`config.mk`:
```
export PLATFORM = sky130hd
export DESIGN_NAME = kms_scan
export DESIGN_NICKNAME = d
export VERILOG_FILES = /design/src/hdl/kms_pkg.sv /design/src/hdl/kms_scan.sv
export SDC_FILE = /design/constraint.sdc
export NUM_CORES = 2
export LEC_CHECK = 0
export BUFFER_PORTS_ARGS = -buffer_cell sky130_fd_sc_hd__buf_2
export CORE_ASPECT_RATIO = 0.75
export CORE_UTILIZATION = 40
export CTS_BUF_LIST = sky130_fd_sc_hd__clkbuf_8
export CTS_CLUSTER_DIAMETER = 60
export DETAILED_ROUTE_END_ITERATION = 8
export SETUP_SLACK_MARGIN = 0.1
export SLEW_MARGIN = 20
export SYNTH_ARGS = -nofsm -noshare
export SYNTH_HDL_FRONTEND = slang
export SYNTH_SLANG_ARGS = --single-unit
export TNS_END_PERCENT = 30
```
`constraint.sdc`:
```
create_clock -name clock -period 14.2 [get_ports clock]
set_input_delay 0.71 -clock clock [delete_from_list [all_inputs] [get_ports clock]]
set_output_delay 0.71 -clock clock [all_outputs]
set_load 0.005 [all_outputs]
```
`src/hdl/kms_pkg.sv`:
```
// Summary of operation
// RULE_01: Keys sit on any crossing of an 8 drive by 3 receive grid.
// RULE_02: Enabled key total never exceeds the variant limit, 16 or 24.
// RULE_03: Disabled keys are skipped and take no acquisition timeslot.
// RULE_04: A key with a zero detect-integrator limit counts as disabled.
// RULE_05: Small variant enables only receive lines 0 and 1 after reset.
// RULE_06: Scan starts at drive 0 receive 0, drive index stepping fastest.
// RULE_07: Key number equals receive index times eight plus drive index.
// RULE_08: Each key's burst uses its own configured pulse count; a count of zero gives one pulse.
// RULE_09: One key's burst and conversion finish before the next key starts.
// RULE_10: Drive pulses; receive is clamped from each falling edge to next pulse.
// RULE_11: After the burst, clamp, then count until the ramp crosses zero.
// RULE_12: Charge-capture window after each rising drive edge is fixed 500 ns.
// RULE_13: Host keeps each touch threshold below the smallest touch swing.
// RULE_14: Conversion count saturates at full scale, then the next key follows.
package kms_pkg;

  // ----------------------------------------------------------------
  // Timing
  // ----------------------------------------------------------------
  localparam int CLK_NS = 5;
  localparam int DWELL_NS = 500;
  localparam int DWELL_CYC = (DWELL_NS + CLK_NS - 1) / CLK_NS;
  localparam int LOW_CYC_DEF = 100;
  localparam int CLAMP_CYC_DEF = 20;

  // ----------------------------------------------------------------
  // Geometry and register map
  // ----------------------------------------------------------------
  localparam int N_DRV = 8;
  localparam int N_RCV = 3;
  localparam int N_KEYS = 24;
  localparam logic [4:0] LAST_KEY = 5'h17;
  localparam logic [7:0] A_CTRL = 8'h00;
  localparam logic [7:0] A_STATUS = 8'h01;
  localparam logic [7:0] A_CFG = 8'h20;
  localparam logic [7:0] A_MEAS = 8'h40;
  localparam int CTRL_RUN = 0;
  localparam int CTRL_COMMIT = 1;
  localparam int CTRL_ERR = 2;
  localparam logic [7:0] RST_LIMIT = 8'h02;
  localparam logic [7:0] RST_PULSES = 8'h08;
  localparam logic [15:0] CONV_MAX = 16'hFFFF;

  // ----------------------------------------------------------------
  // Types
  // ----------------------------------------------------------------
  typedef enum logic [6:0] {
    ST_IDLE = 7'h01,
    ST_SELECT = 7'h02,
    ST_HI = 7'h04,
    ST_LO = 7'h08,
    ST_CLAMP = 7'h10,
    ST_RAMP = 7'h20,
    ST_NEXT = 7'h40
  } kms_state_t;

  typedef logic [N_KEYS-1:0][7:0] kms_byte_arr_t;

  typedef struct packed {
    logic [7:0] addr;
    logic [31:0] wdata;
    logic wr;
    logic rd;
  } kms_bus_t;

  typedef struct packed {
    logic [N_DRV-1:0] drive;
    logic [N_RCV-1:0] clamp;
  } kms_pins_t;

  typedef struct packed {
    kms_state_t st;
    logic [4:0] key;
    logic [7:0] pulses;
    logic [7:0] tmr;
    logic [15:0] conv;
    logic [N_DRV-1:0] drive;
    logic [N_RCV-1:0] clamp;
    logic [N_RCV-1:0] zc_s1;
    logic [N_RCV-1:0] zc_s2;
    logic run;
    logic err;
    logic [15:0] scans;
    logic [31:0] rdata;
    kms_byte_arr_t lim;
    kms_byte_arr_t cnt;
    kms_byte_arr_t lim_sh;
    kms_byte_arr_t cnt_sh;
    logic [N_KEYS-1:0][15:0] meas;
  } kms_regs_t;

endpackage : kms_pkg

```
`src/hdl/kms_scan.sv`:
```
// The register addresses and the strobed register port were chosen for this implementation.
`timescale 1ns/1ps
module kms_scan #(
  parameter int KEY_LIMIT = 16,
  parameter int LOW_CYC = kms_pkg::LOW_CYC_DEF,
  parameter int CLAMP_CYC = kms_pkg::CLAMP_CYC_DEF
) (
  input wire logic clock,
  input wire logic srst,
  input wire kms_pkg::kms_bus_t bus,
  output logic [31:0] bus_rdata,
  output kms_pkg::kms_pins_t pins,
  input wire logic [kms_pkg::N_RCV-1:0] zero_cross
);

  // ----------------------------------------------------------------
  // Helpers
  // ----------------------------------------------------------------

  // Number of keys with a nonzero integrator limit
  function automatic logic [4:0] count_on(input kms_pkg::kms_byte_arr_t l);
    logic [4:0] n;
    n = '0;
    for (int i = 0; i < kms_pkg::N_KEYS; i++) begin
      if (l[i] != 8'h00) begin
        n = n + 5'h01;
      end
    end
    return n;
  endfunction : count_on

  // Zero limit means the key takes no part in the scan
  function automatic logic key_on(input kms_pkg::kms_byte_arr_t l, input logic [4:0] k);
    return (k <= kms_pkg::LAST_KEY) && (l[k] != 8'h00); // RULE_04
  endfunction : key_on

  // Address falls inside a 24-entry per-key window
  function automatic logic in_win(input logic [7:0] a, input logic [7:0] base);
    return (a[7:5] == base[7:5]) && (a[4:0] <= kms_pkg::LAST_KEY);
  endfunction : in_win

  // One-hot line select for the key's drive or receive index
  function automatic logic [kms_pkg::N_DRV-1:0] drv_sel(input logic [4:0] k);
    return 8'h01 << k[2:0]; // RULE_07
  endfunction : drv_sel

  function automatic logic [kms_pkg::N_RCV-1:0] rcv_sel(input logic [4:0] k);
    return 3'h1 << k[4:3]; // RULE_07
  endfunction : rcv_sel

  // Reset image; keys below the variant limit come up enabled
  function automatic kms_pkg::kms_regs_t rst_val();
    kms_pkg::kms_regs_t v;
    v = '0;
    v.st = kms_pkg::ST_IDLE;
    for (int i = 0; i < kms_pkg::N_KEYS; i++) begin
      v.lim[i] = (i < KEY_LIMIT) ? kms_pkg::RST_LIMIT : 8'h00; // RULE_05
      v.cnt[i] = kms_pkg::RST_PULSES;
    end
    v.lim_sh = v.lim;
    v.cnt_sh = v.cnt;
    return v;
  endfunction : rst_val

  localparam logic [7:0] DWELL_LD = 8'(kms_pkg::DWELL_CYC - 1);
  localparam logic [7:0] LOW_LD = 8'(LOW_CYC - 1);
  localparam logic [7:0] CLAMP_LD = 8'(CLAMP_CYC - 1);
  localparam logic [4:0] LIMIT5 = 5'(KEY_LIMIT);

  kms_pkg::kms_regs_t r_ff;
  kms_pkg::kms_regs_t nxt_r;
  logic zc_now;

  // Only the second synchroniser stage feeds the comparator select
  assign zc_now = |(r_ff.zc_s2 & rcv_sel(r_ff.key));

  // ----------------------------------------------------------------
  // Next-state logic
  // ----------------------------------------------------------------

  // Register port, then the scan sequencer
  always_comb begin
    nxt_r = r_ff;
    nxt_r.zc_s1 = zero_cross;
    nxt_r.zc_s2 = r_ff.zc_s1;
    nxt_r.rdata = '0;

    // Writes: config lands in shadow, commit swaps it in as one block
    if (bus.wr) begin
      if (bus.addr == kms_pkg::A_CTRL) begin
        nxt_r.run = bus.wdata[kms_pkg::CTRL_RUN];
        if (bus.wdata[kms_pkg::CTRL_COMMIT]) begin
          if (count_on(r_ff.lim_sh) <= LIMIT5) begin // RULE_02
            nxt_r.lim = r_ff.lim_sh;
            nxt_r.cnt = r_ff.cnt_sh;
            nxt_r.err = 1'b0;
          end else begin
            nxt_r.err = 1'b1; // RULE_02
          end
        end
      end else if (in_win(bus.addr, kms_pkg::A_CFG)) begin
        nxt_r.lim_sh[bus.addr[4:0]] = bus.wdata[7:0];
        nxt_r.cnt_sh[bus.addr[4:0]] = bus.wdata[15:8];
      end
    end

    // Reads answer one cycle later; unmapped reads return zero
    if (bus.rd) begin
      if (bus.addr == kms_pkg::A_CTRL) begin
        nxt_r.rdata = {29'h0, r_ff.err, 1'b0, r_ff.run};
      end else if (bus.addr == kms_pkg::A_STATUS) begin
        nxt_r.rdata = {r_ff.scans, 3'h0, r_ff.key, 7'h0, r_ff.st != kms_pkg::ST_IDLE};
      end else if (in_win(bus.addr, kms_pkg::A_CFG)) begin
        nxt_r.rdata = {16'h0, r_ff.cnt_sh[bus.addr[4:0]], r_ff.lim_sh[bus.addr[4:0]]};
      end else if (in_win(bus.addr, kms_pkg::A_MEAS)) begin
        nxt_r.rdata = {16'h0, r_ff.meas[bus.addr[4:0]]};
      end
    end

    // Sequencer: one key at a time, burst then conversion
    case (r_ff.st)
      kms_pkg::ST_IDLE: begin
        if (r_ff.run) begin
          nxt_r.st = kms_pkg::ST_SELECT;
          nxt_r.key = 5'h00; // RULE_06
        end
      end
      kms_pkg::ST_SELECT: begin
        // Disabled key costs two cycles (select, then next), never a timeslot
        if (key_on(r_ff.lim, r_ff.key)) begin // RULE_03
          nxt_r.st = kms_pkg::ST_HI;
          nxt_r.pulses = r_ff.cnt[r_ff.key]; // RULE_08
          nxt_r.tmr = DWELL_LD;
          nxt_r.drive = drv_sel(r_ff.key); // RULE_01
        end else begin
          nxt_r.st = kms_pkg::ST_NEXT;
        end
      end
      kms_pkg::ST_HI: begin
        // Capture window length is a constant, not a register
        if (r_ff.tmr == 8'h00) begin // RULE_12
          nxt_r.drive = '0;
          nxt_r.clamp = rcv_sel(r_ff.key); // RULE_10
          nxt_r.tmr = LOW_LD;
          nxt_r.st = kms_pkg::ST_LO;
        end else begin
          nxt_r.tmr = r_ff.tmr - 8'h01;
        end
      end
      kms_pkg::ST_LO: begin
        if (r_ff.tmr != 8'h00) begin
          nxt_r.tmr = r_ff.tmr - 8'h01;
        end else if (r_ff.pulses <= 8'h01) begin
          // Clamp stays on into the conversion
          nxt_r.st = kms_pkg::ST_CLAMP; // RULE_09
          nxt_r.tmr = CLAMP_LD;
        end else begin
          nxt_r.pulses = r_ff.pulses - 8'h01; // RULE_08
          nxt_r.clamp = '0; // RULE_10
          nxt_r.drive = drv_sel(r_ff.key);
          nxt_r.tmr = DWELL_LD;
          nxt_r.st = kms_pkg::ST_HI;
        end
      end
      kms_pkg::ST_CLAMP: begin
        if (r_ff.tmr == 8'h00) begin
          nxt_r.clamp = '0; // RULE_11
          nxt_r.conv = 16'h0000;
          nxt_r.st = kms_pkg::ST_RAMP;
        end else begin
          nxt_r.tmr = r_ff.tmr - 8'h01;
        end
      end
      kms_pkg::ST_RAMP: begin
        // Stuck comparator would hang the scan, so the count saturates
        if (zc_now) begin
          nxt_r.meas[r_ff.key] = r_ff.conv; // RULE_11
          nxt_r.st = kms_pkg::ST_NEXT;
        end else if (r_ff.conv == kms_pkg::CONV_MAX) begin
          nxt_r.meas[r_ff.key] = kms_pkg::CONV_MAX; // RULE_14
          nxt_r.st = kms_pkg::ST_NEXT;
        end else begin
          nxt_r.conv = r_ff.conv + 16'h0001;
        end
      end
      kms_pkg::ST_NEXT: begin
        // Drive index is the low key bits, so it steps fastest
        if (r_ff.key == kms_pkg::LAST_KEY) begin // RULE_06
          nxt_r.key = 5'h00;
          nxt_r.scans = r_ff.scans + 16'h0001;
          nxt_r.st = r_ff.run ? kms_pkg::ST_SELECT : kms_pkg::ST_IDLE;
        end else begin
          nxt_r.key = r_ff.key + 5'h01;
          nxt_r.st = kms_pkg::ST_SELECT;
        end
      end
      default: begin
        nxt_r.st = kms_pkg::ST_IDLE;
      end
    endcase

    if (srst) begin
      nxt_r = rst_val();
    end
  end

  // ----------------------------------------------------------------
  // State register and outputs
  // ----------------------------------------------------------------

  // Whole block state in one register
  always_ff @(posedge clock) begin
    r_ff <= nxt_r;
  end

  assign bus_rdata = r_ff.rdata;
  assign pins = '{drive: r_ff.drive, clamp: r_ff.clamp}; // One driver for the pin struct

  // ----------------------------------------------------------------
  // Checks
  // ----------------------------------------------------------------

  logic [7:0] hi_len_ff;
  logic [7:0] rises_ff;
  logic committed_ff;
  logic [7:0] want_ff; // Latched at select, so a mid-scan load cannot upset it

  // Helper counters seen only by the checks
  always_ff @(posedge clock) begin
    if (srst) begin
      hi_len_ff <= 8'h00;
      rises_ff <= 8'h00;
      committed_ff <= 1'b0;
      want_ff <= 8'h00;
    end else begin
      hi_len_ff <= (|r_ff.drive) ? hi_len_ff + 8'h01 : 8'h00;
      if (r_ff.st == kms_pkg::ST_SELECT) begin
        rises_ff <= 8'h00;
        want_ff <= r_ff.cnt[r_ff.key];
      end else if (r_ff.st == kms_pkg::ST_HI && r_ff.tmr == DWELL_LD) begin
        rises_ff <= rises_ff + 8'h01;
      end
      if (bus.wr && bus.addr == kms_pkg::A_CTRL && bus.wdata[kms_pkg::CTRL_COMMIT]) begin
        committed_ff <= 1'b1;
      end
    end
  end
endmodule : kms_scan

```
* Yosys cells after proc, flatten, opt, wreduce, memory -nomap -nowiden
Cells that the tools add are included.
** Cells by class
- Muxes and demuxes :: 152
- Order comparisons :: 8
- Bitwise gates (word level) :: 4
- Eq/ne operators :: 23
- Reductions and logical operators :: 57
- Shift-type cells :: 2
- Add/subtract/negate cells :: 28
** Operators by type and width (number)
- $mux W384 :: 2
- $mux W5 :: 96
- $bwmux W192 :: 2
- $bwmux W384 :: 1
- $or A384 B384 Y384 :: 1
- $reduce_bool A8 Y1 :: 26
- $bmux W8 S5 :: 4
- $mux W16 :: 8
- $add A5 B1 Y5 const B :: 24
- $mux W8 :: 11
- $bmux W16 S5 :: 1
- $demux W16 S5 :: 1
- $mux W7 :: 8
- $pmux W7 S7 :: 1
- $demux W8 S5 :: 1
- $mux W11 :: 3
- $add A16 B1 Y16 const B :: 2
- $mux W32 :: 1
- $pmux W16 S2 :: 1
- $pmux W8 S4 :: 1
- $pmux W8 S3 :: 1
- $ne A2 B2 Y1 const B :: 9
- $eq A16 B16 Y1 const B :: 1
- $logic_not A8 Y1 :: 2
- 40 further kinds :: 66
** Storage, ports and cells
- Input bits :: 47
- Register bits :: 1263
- Logic and storage cells :: 409
- Output and inout bits :: 43

* Depth between registers and ports, before layout
- Word-level depth :: 122
- Depth in mapped cells :: 75
- Depth with buffers taken out :: 72

* Worst setup path after synthesis
OpenSTA, ideal clock, no wires.
- Path kind :: reg2reg
- From :: register r_ff[583] in the netlist's numbering
- To :: register r_ff[1000] in the netlist's numbering
- Buffers on the path :: 3
- Setup time :: 72 ps
- Period minus slack after synthesis :: 14481 ps
- Cell stages (with the launch flop) :: 74
- Setup slack :: -281 ps
- Data arrival time :: 14409 ps
- Data required time :: 14128 ps
- Cells stage by stage :: dfxtp_1 > nor4_1 > and2_1 > inv_1 > ha_1 > xor2_1 > ha_1 > o21ai_0 > o41ai_1 > ha_1 > a21boi_0 > a31oi_1 > inv_1 > ha_1 > mux2_2 > a21oi_2 > inv_1 > ha_1 > [... 38 more ...] > mux2_2 > ha_1 > mux2_2 > ha_1 > mux2_2 > ha_1 > mux2_2 > ha_1 > mux2_2 > ha_1 > nor3_1 > a211oi_2 > a211oi_1 > mux2_2 > buf_6 > buf_6 > buf_6 > mux2i_1
** On the way
- Word-level cells in the longest chain between the ends :: 122
** RTL lines
- from (decl) :: line kms_scan.sv:70 : kms_pkg::kms_regs_t r_ff;
- from (signal assigned) :: line kms_scan.sv:213 : r_ff <= nxt_r;
- $reduce_bool A8 Y1 (*) :: line kms_scan.sv:25 : if (l[i] != 8'h00) begin
- $mux W1 (*) :: line kms_scan.sv:25
- $mux W5 (*) :: line kms_scan.sv:92 : if (bus.wdata[kms_pkg::CTRL_COMMIT]) begin
- $mux W5 (*) :: line kms_scan.sv:90 : if (bus.addr == kms_pkg::A_CTRL) begin
- $mux W5 (*) :: line kms_scan.sv:89 : if (bus.wr) begin
- $add A5 B1 Y5 :: line kms_scan.sv:26 : n = n + 5'h01;
- $mux W5 (*) :: line kms_scan.sv:25
- $mux W5 (*) :: line kms_scan.sv:92
- [... 106 more ...]
- $mux W5 (*) :: line kms_scan.sv:89
- $add A5 B1 Y5 :: line kms_scan.sv:26
- $mux W5 (*) :: line kms_scan.sv:25
- $mux W5 (*) :: line kms_scan.sv:92
- $mux W5 (*) :: line kms_scan.sv:90
- $mux W5 (*) :: line kms_scan.sv:89
- $le A5 B5 Y1 (*) :: line kms_scan.sv:93 : if (count_on(r_ff.lim_sh) <= LIMIT5) begin
- $reduce_and A4 Y1 (no source line) (*)
Mark *: on every way between the ends. The rest lies on a longest branch, timed or not. The select of a mux whose other input is x is not followed.
A chain may end at the register's enable or synchronous reset.

* Final worst setup path
- From :: register r_ff[579] in the netlist's numbering
- To :: register r_ff[1103] in the netlist's numbering
The elaborated chain is that of the path after synthesis.

==> results.toml <==
[logic_synthesis]
synth-seq-area-share_pct = 42.9
post_synthesis_async_set_or_reset_flop_share_pct = 0
syn_avg_cell_area_um2 = 9.19
ys_ff_latch = 1263
synthesis.nets = 6498
synth_flop_cell = "dfxtp_1"
synth-warning-count = 0
synth-edff-count = 0
synth_area_mm2 = 0.0589
yosysUniqueCellTypes = 84
syn_inst_count = 6417

[detailed_routing]
drt_wl_total_mm = 190
antenna_violating_nets_post_route = 0
viasPerCell = 5.60
highest_layer = "met5"
routed-wl-met3_mm = 17.1
drc = 0
wl_met1_mm = 88.8
met2_wirelength_mm = 79.0
detail_route.wl_per_cell_um = 22.3
num_vias = 47641
drt_first_pass_iters = 5
detail_route.iter0.violations = 5209

[power_and_ir_drop]
total_power_mw = 7.31
power_leakage_nw = 21.7
vdd_drop_max_uv = 77.3
power.density_mw_per_mm2 = 110

[sta]
whs_ps = 165
finalSetupViolations = 0
rsz0062_at_grt = "yes"
fmax_ghz = 0.0719
report.final.slew_viol_count = 0
worst_pin_slew_ps = 1240
period_share_pct = 97.9
report.final.hold_viol_count = 0
clock_skew_ps = 63.5
slew_headroom_pct = 17.5
tmin_final_ps = 13900

[cts]
cts_buffers = 199
path_clk_slew_ps = 70
cts_htree_levels = 4
clock_tree.root_cell = "clkbuf_8"
clock_latency_ps = 940
cts.sink_count = 1263
cts_tree = "done"
cts-root-to-sink-buffers = 3

[critical_path]
timing.setup.critical_path_class = "reg -> reg"
path_delay_family = "adder cells"
cp.required_ps = 15030
critical_path.most_common_cell = "ha_4"
slowest_delay_ps = 390
critical_path_arrival_ps = 14730
path_buf_inv = 11
critical-path-slowest-cell = "mux2_4"
worstSetupEndpointType = "flip-flop"
setup.worst_path.start_class = "flip-flop"
cp_max_fo = 6

[cells_and_area]
drive_above_1_share_pct = 15.8
multi_input_comb_area_mm2 = 0.0317
fill_cells = 13918
num-nets-final = 6456
seqCellArea_mm2 = 0.0253
area_growth_syn_to_layout_pct = 13.1

[floorplanning]
core_region_area_mm2 = 0.146
fp.dieW_um = 445
floorplan.initialDensity_pct = 40.5
die_area_mm2 = 0.149
num_rows = 121
floorplan.die.height_um = 334
top_level_ports = 90

[global_routing]
groute.usage.overall_pct = 24.9
pin_count_of_the_biggest_net_entering_global_routing = 273
grt_first_pass_wirelength_mm = 286
grt_antenna_before_repair = 11
grt_pass1_vias = 44743
gr-total-overflow = 0

[placed_design]
finalWeightedCongestion = 0.896
hpwlAfterDp_mm = 123
placement.io_buffers = 73

[job]
maxCapViolations = 0

[worst_hold_path]
hold_path.class = "in -> reg"

[status]
status = "finished, final reports clean"
-- synthesized netlist by cell type, types with 47 or more instances --
master	number	share of area (%)
mux2i_1	406	6.9
nor4_1	67	0.71
nor2_1	669	4.3
clkbuf_1	461	2.9
nand2b_1	698	7.4
dfxtp_1	1263	43
mux4_2	248	9.5
a21oi_1	424	3.6
nand3_1	62	0.53
xnor2_1	48	0.71
o21ai_0	54	0.46
a211oi_1	393	5.0
nand3b_1	47	0.60
nand2_1	964	6.1
-- flip-flops by register name (all words and copies together), names as in the netlist --
signal	cells
r_ff	1220
bus_rdata	32
pins	11
-- per-stage QoR --
step                setup WS (ps)  cells  setup TNS [ps]  area, um^2  utilization, %
global placement             -620   8089         -222750       61300            42.1
floorplan                     101   6417               0       59200               -
CTS                           101   8474               0       66000            45.3
finish                        298   8502               0       66700            45.8
detailed placement           -724   8089         -256150       61300            42.1
global route                 -187   8501          -38250       66700            45.8
-- path summary, 6_finish.rpt --
path,slack [ps],cells past startpoint,startpoint,to
worst max-delay path,300,76,r_ff[579]$_SDFFE_PP0P_,r_ff[1103]$_SDFFE_PP0P_
worst min-delay path,160,2,srst,pins[4]$_SDFFE_PP0P_
worst max register to register,300,76,r_ff[579]$_SDFFE_PP0P_,r_ff[1103]$_SDFFE_PP0P_
worst min register to register,440,1,r_ff[1206]$_SDFF_PP0_,r_ff[1203]$_SDFF_PP0_
-- power breakdown --
| part | switching, mW | internal (mW) | leakage [nW] | total, mW |
|---|---|---|---|---|
| logic | 0.312 | 0.213 | 9.17 | 0.525 |
| clock network | 1.54 | 1.70 | 2.39 | 3.24 |
| registers | 0.00305 | 3.55 | 10.2 | 3.55 |
-- worst register-to-register path, delay by kind of cell, from the launching register on --
family | cells | cell delay [ps]
fa+ha+maj | 21 | 5250
mux | 10 | 2770
compound gates | 21 | 2580
simple gates | 13 | 1670
buf+inv | 11 | 1260
flops | 1 | 320
-- metal layers --
| layer | up-vias | global-route usage (%) |
|---|---|---|
| met5 | - | 0 |
| met4 | 2 | 8.09 |
| met3 | 306 | 5.25 |
| met2 | 1895 | 35.1 |
| met1 | 23244 | 37.2 |
| li1 | 22194 | - |
-- kinds of logic (layout without fill, tap and decap cells) --
family / count (synthesis) / after routing / share of synthesized area, %
xor gates and xnor gates: 103 / 103 / 1.91
other: 0 / 5 / 0
DFF: 1263 / 1263 / 42.9
adders and majority gates: 34 / 34 / 0.722
AOI/OAI and AO/OA: 1044 / 1044 / 11.3
buffers and inverters: 604 / 715 / 4.64
and+or+nand+nor: 2692 / 2692 / 21.7
muxes: 677 / 678 / 16.8
-- placed cells by master, fill, tap and decap left out, types with 32 or more instances in the layout --
master	Yosys	final
clkbuf_8	0	252
mux2i_1	406	405
nor2_2	0	42
nor2_1	669	619
xor2_1	38	37
nand3b_1	47	47
mux4_2	248	248
buf_2	3	70
nand2b_1	698	698
nand3_1	62	62
dfxtp_1	1263	1258
o21ai_0	54	49
nand2_1	964	958
a22oi_1	32	32
a211oi_1	393	392
nor4_1	67	62
buf_4	43	200
xnor2_1	48	47
a21oi_1	424	417
nor3_1	43	39
inv_1	26	93
-- area by class of cell --
| type | count | share of cell area [%] |
|---|---|---|
| multi-input combinational | 4551 | 47.5 |
| clock inverter | 103 | 1.02 |
| timing repair buffer | 332 | 4.43 |
| antenna | 5 | 0.0188 |
| clock buffer | 252 | 5.20 |
| inverter | 28 | 0.161 |
| sequential | 1263 | 38.0 |
| tap | 1968 | 3.69 |
-- what timing repair did --
item	4_1_cts	5_1_grt
pin swaps	26	40
endpoints found under the hold margin	3	0
setup buffers	24	16
gates resized for setup	48	60
endpoints found under the setup margin	385	385
gates cloned	3	8
hold buffers	3	0
No activity file was read; power rests on OpenSTA's default activity.
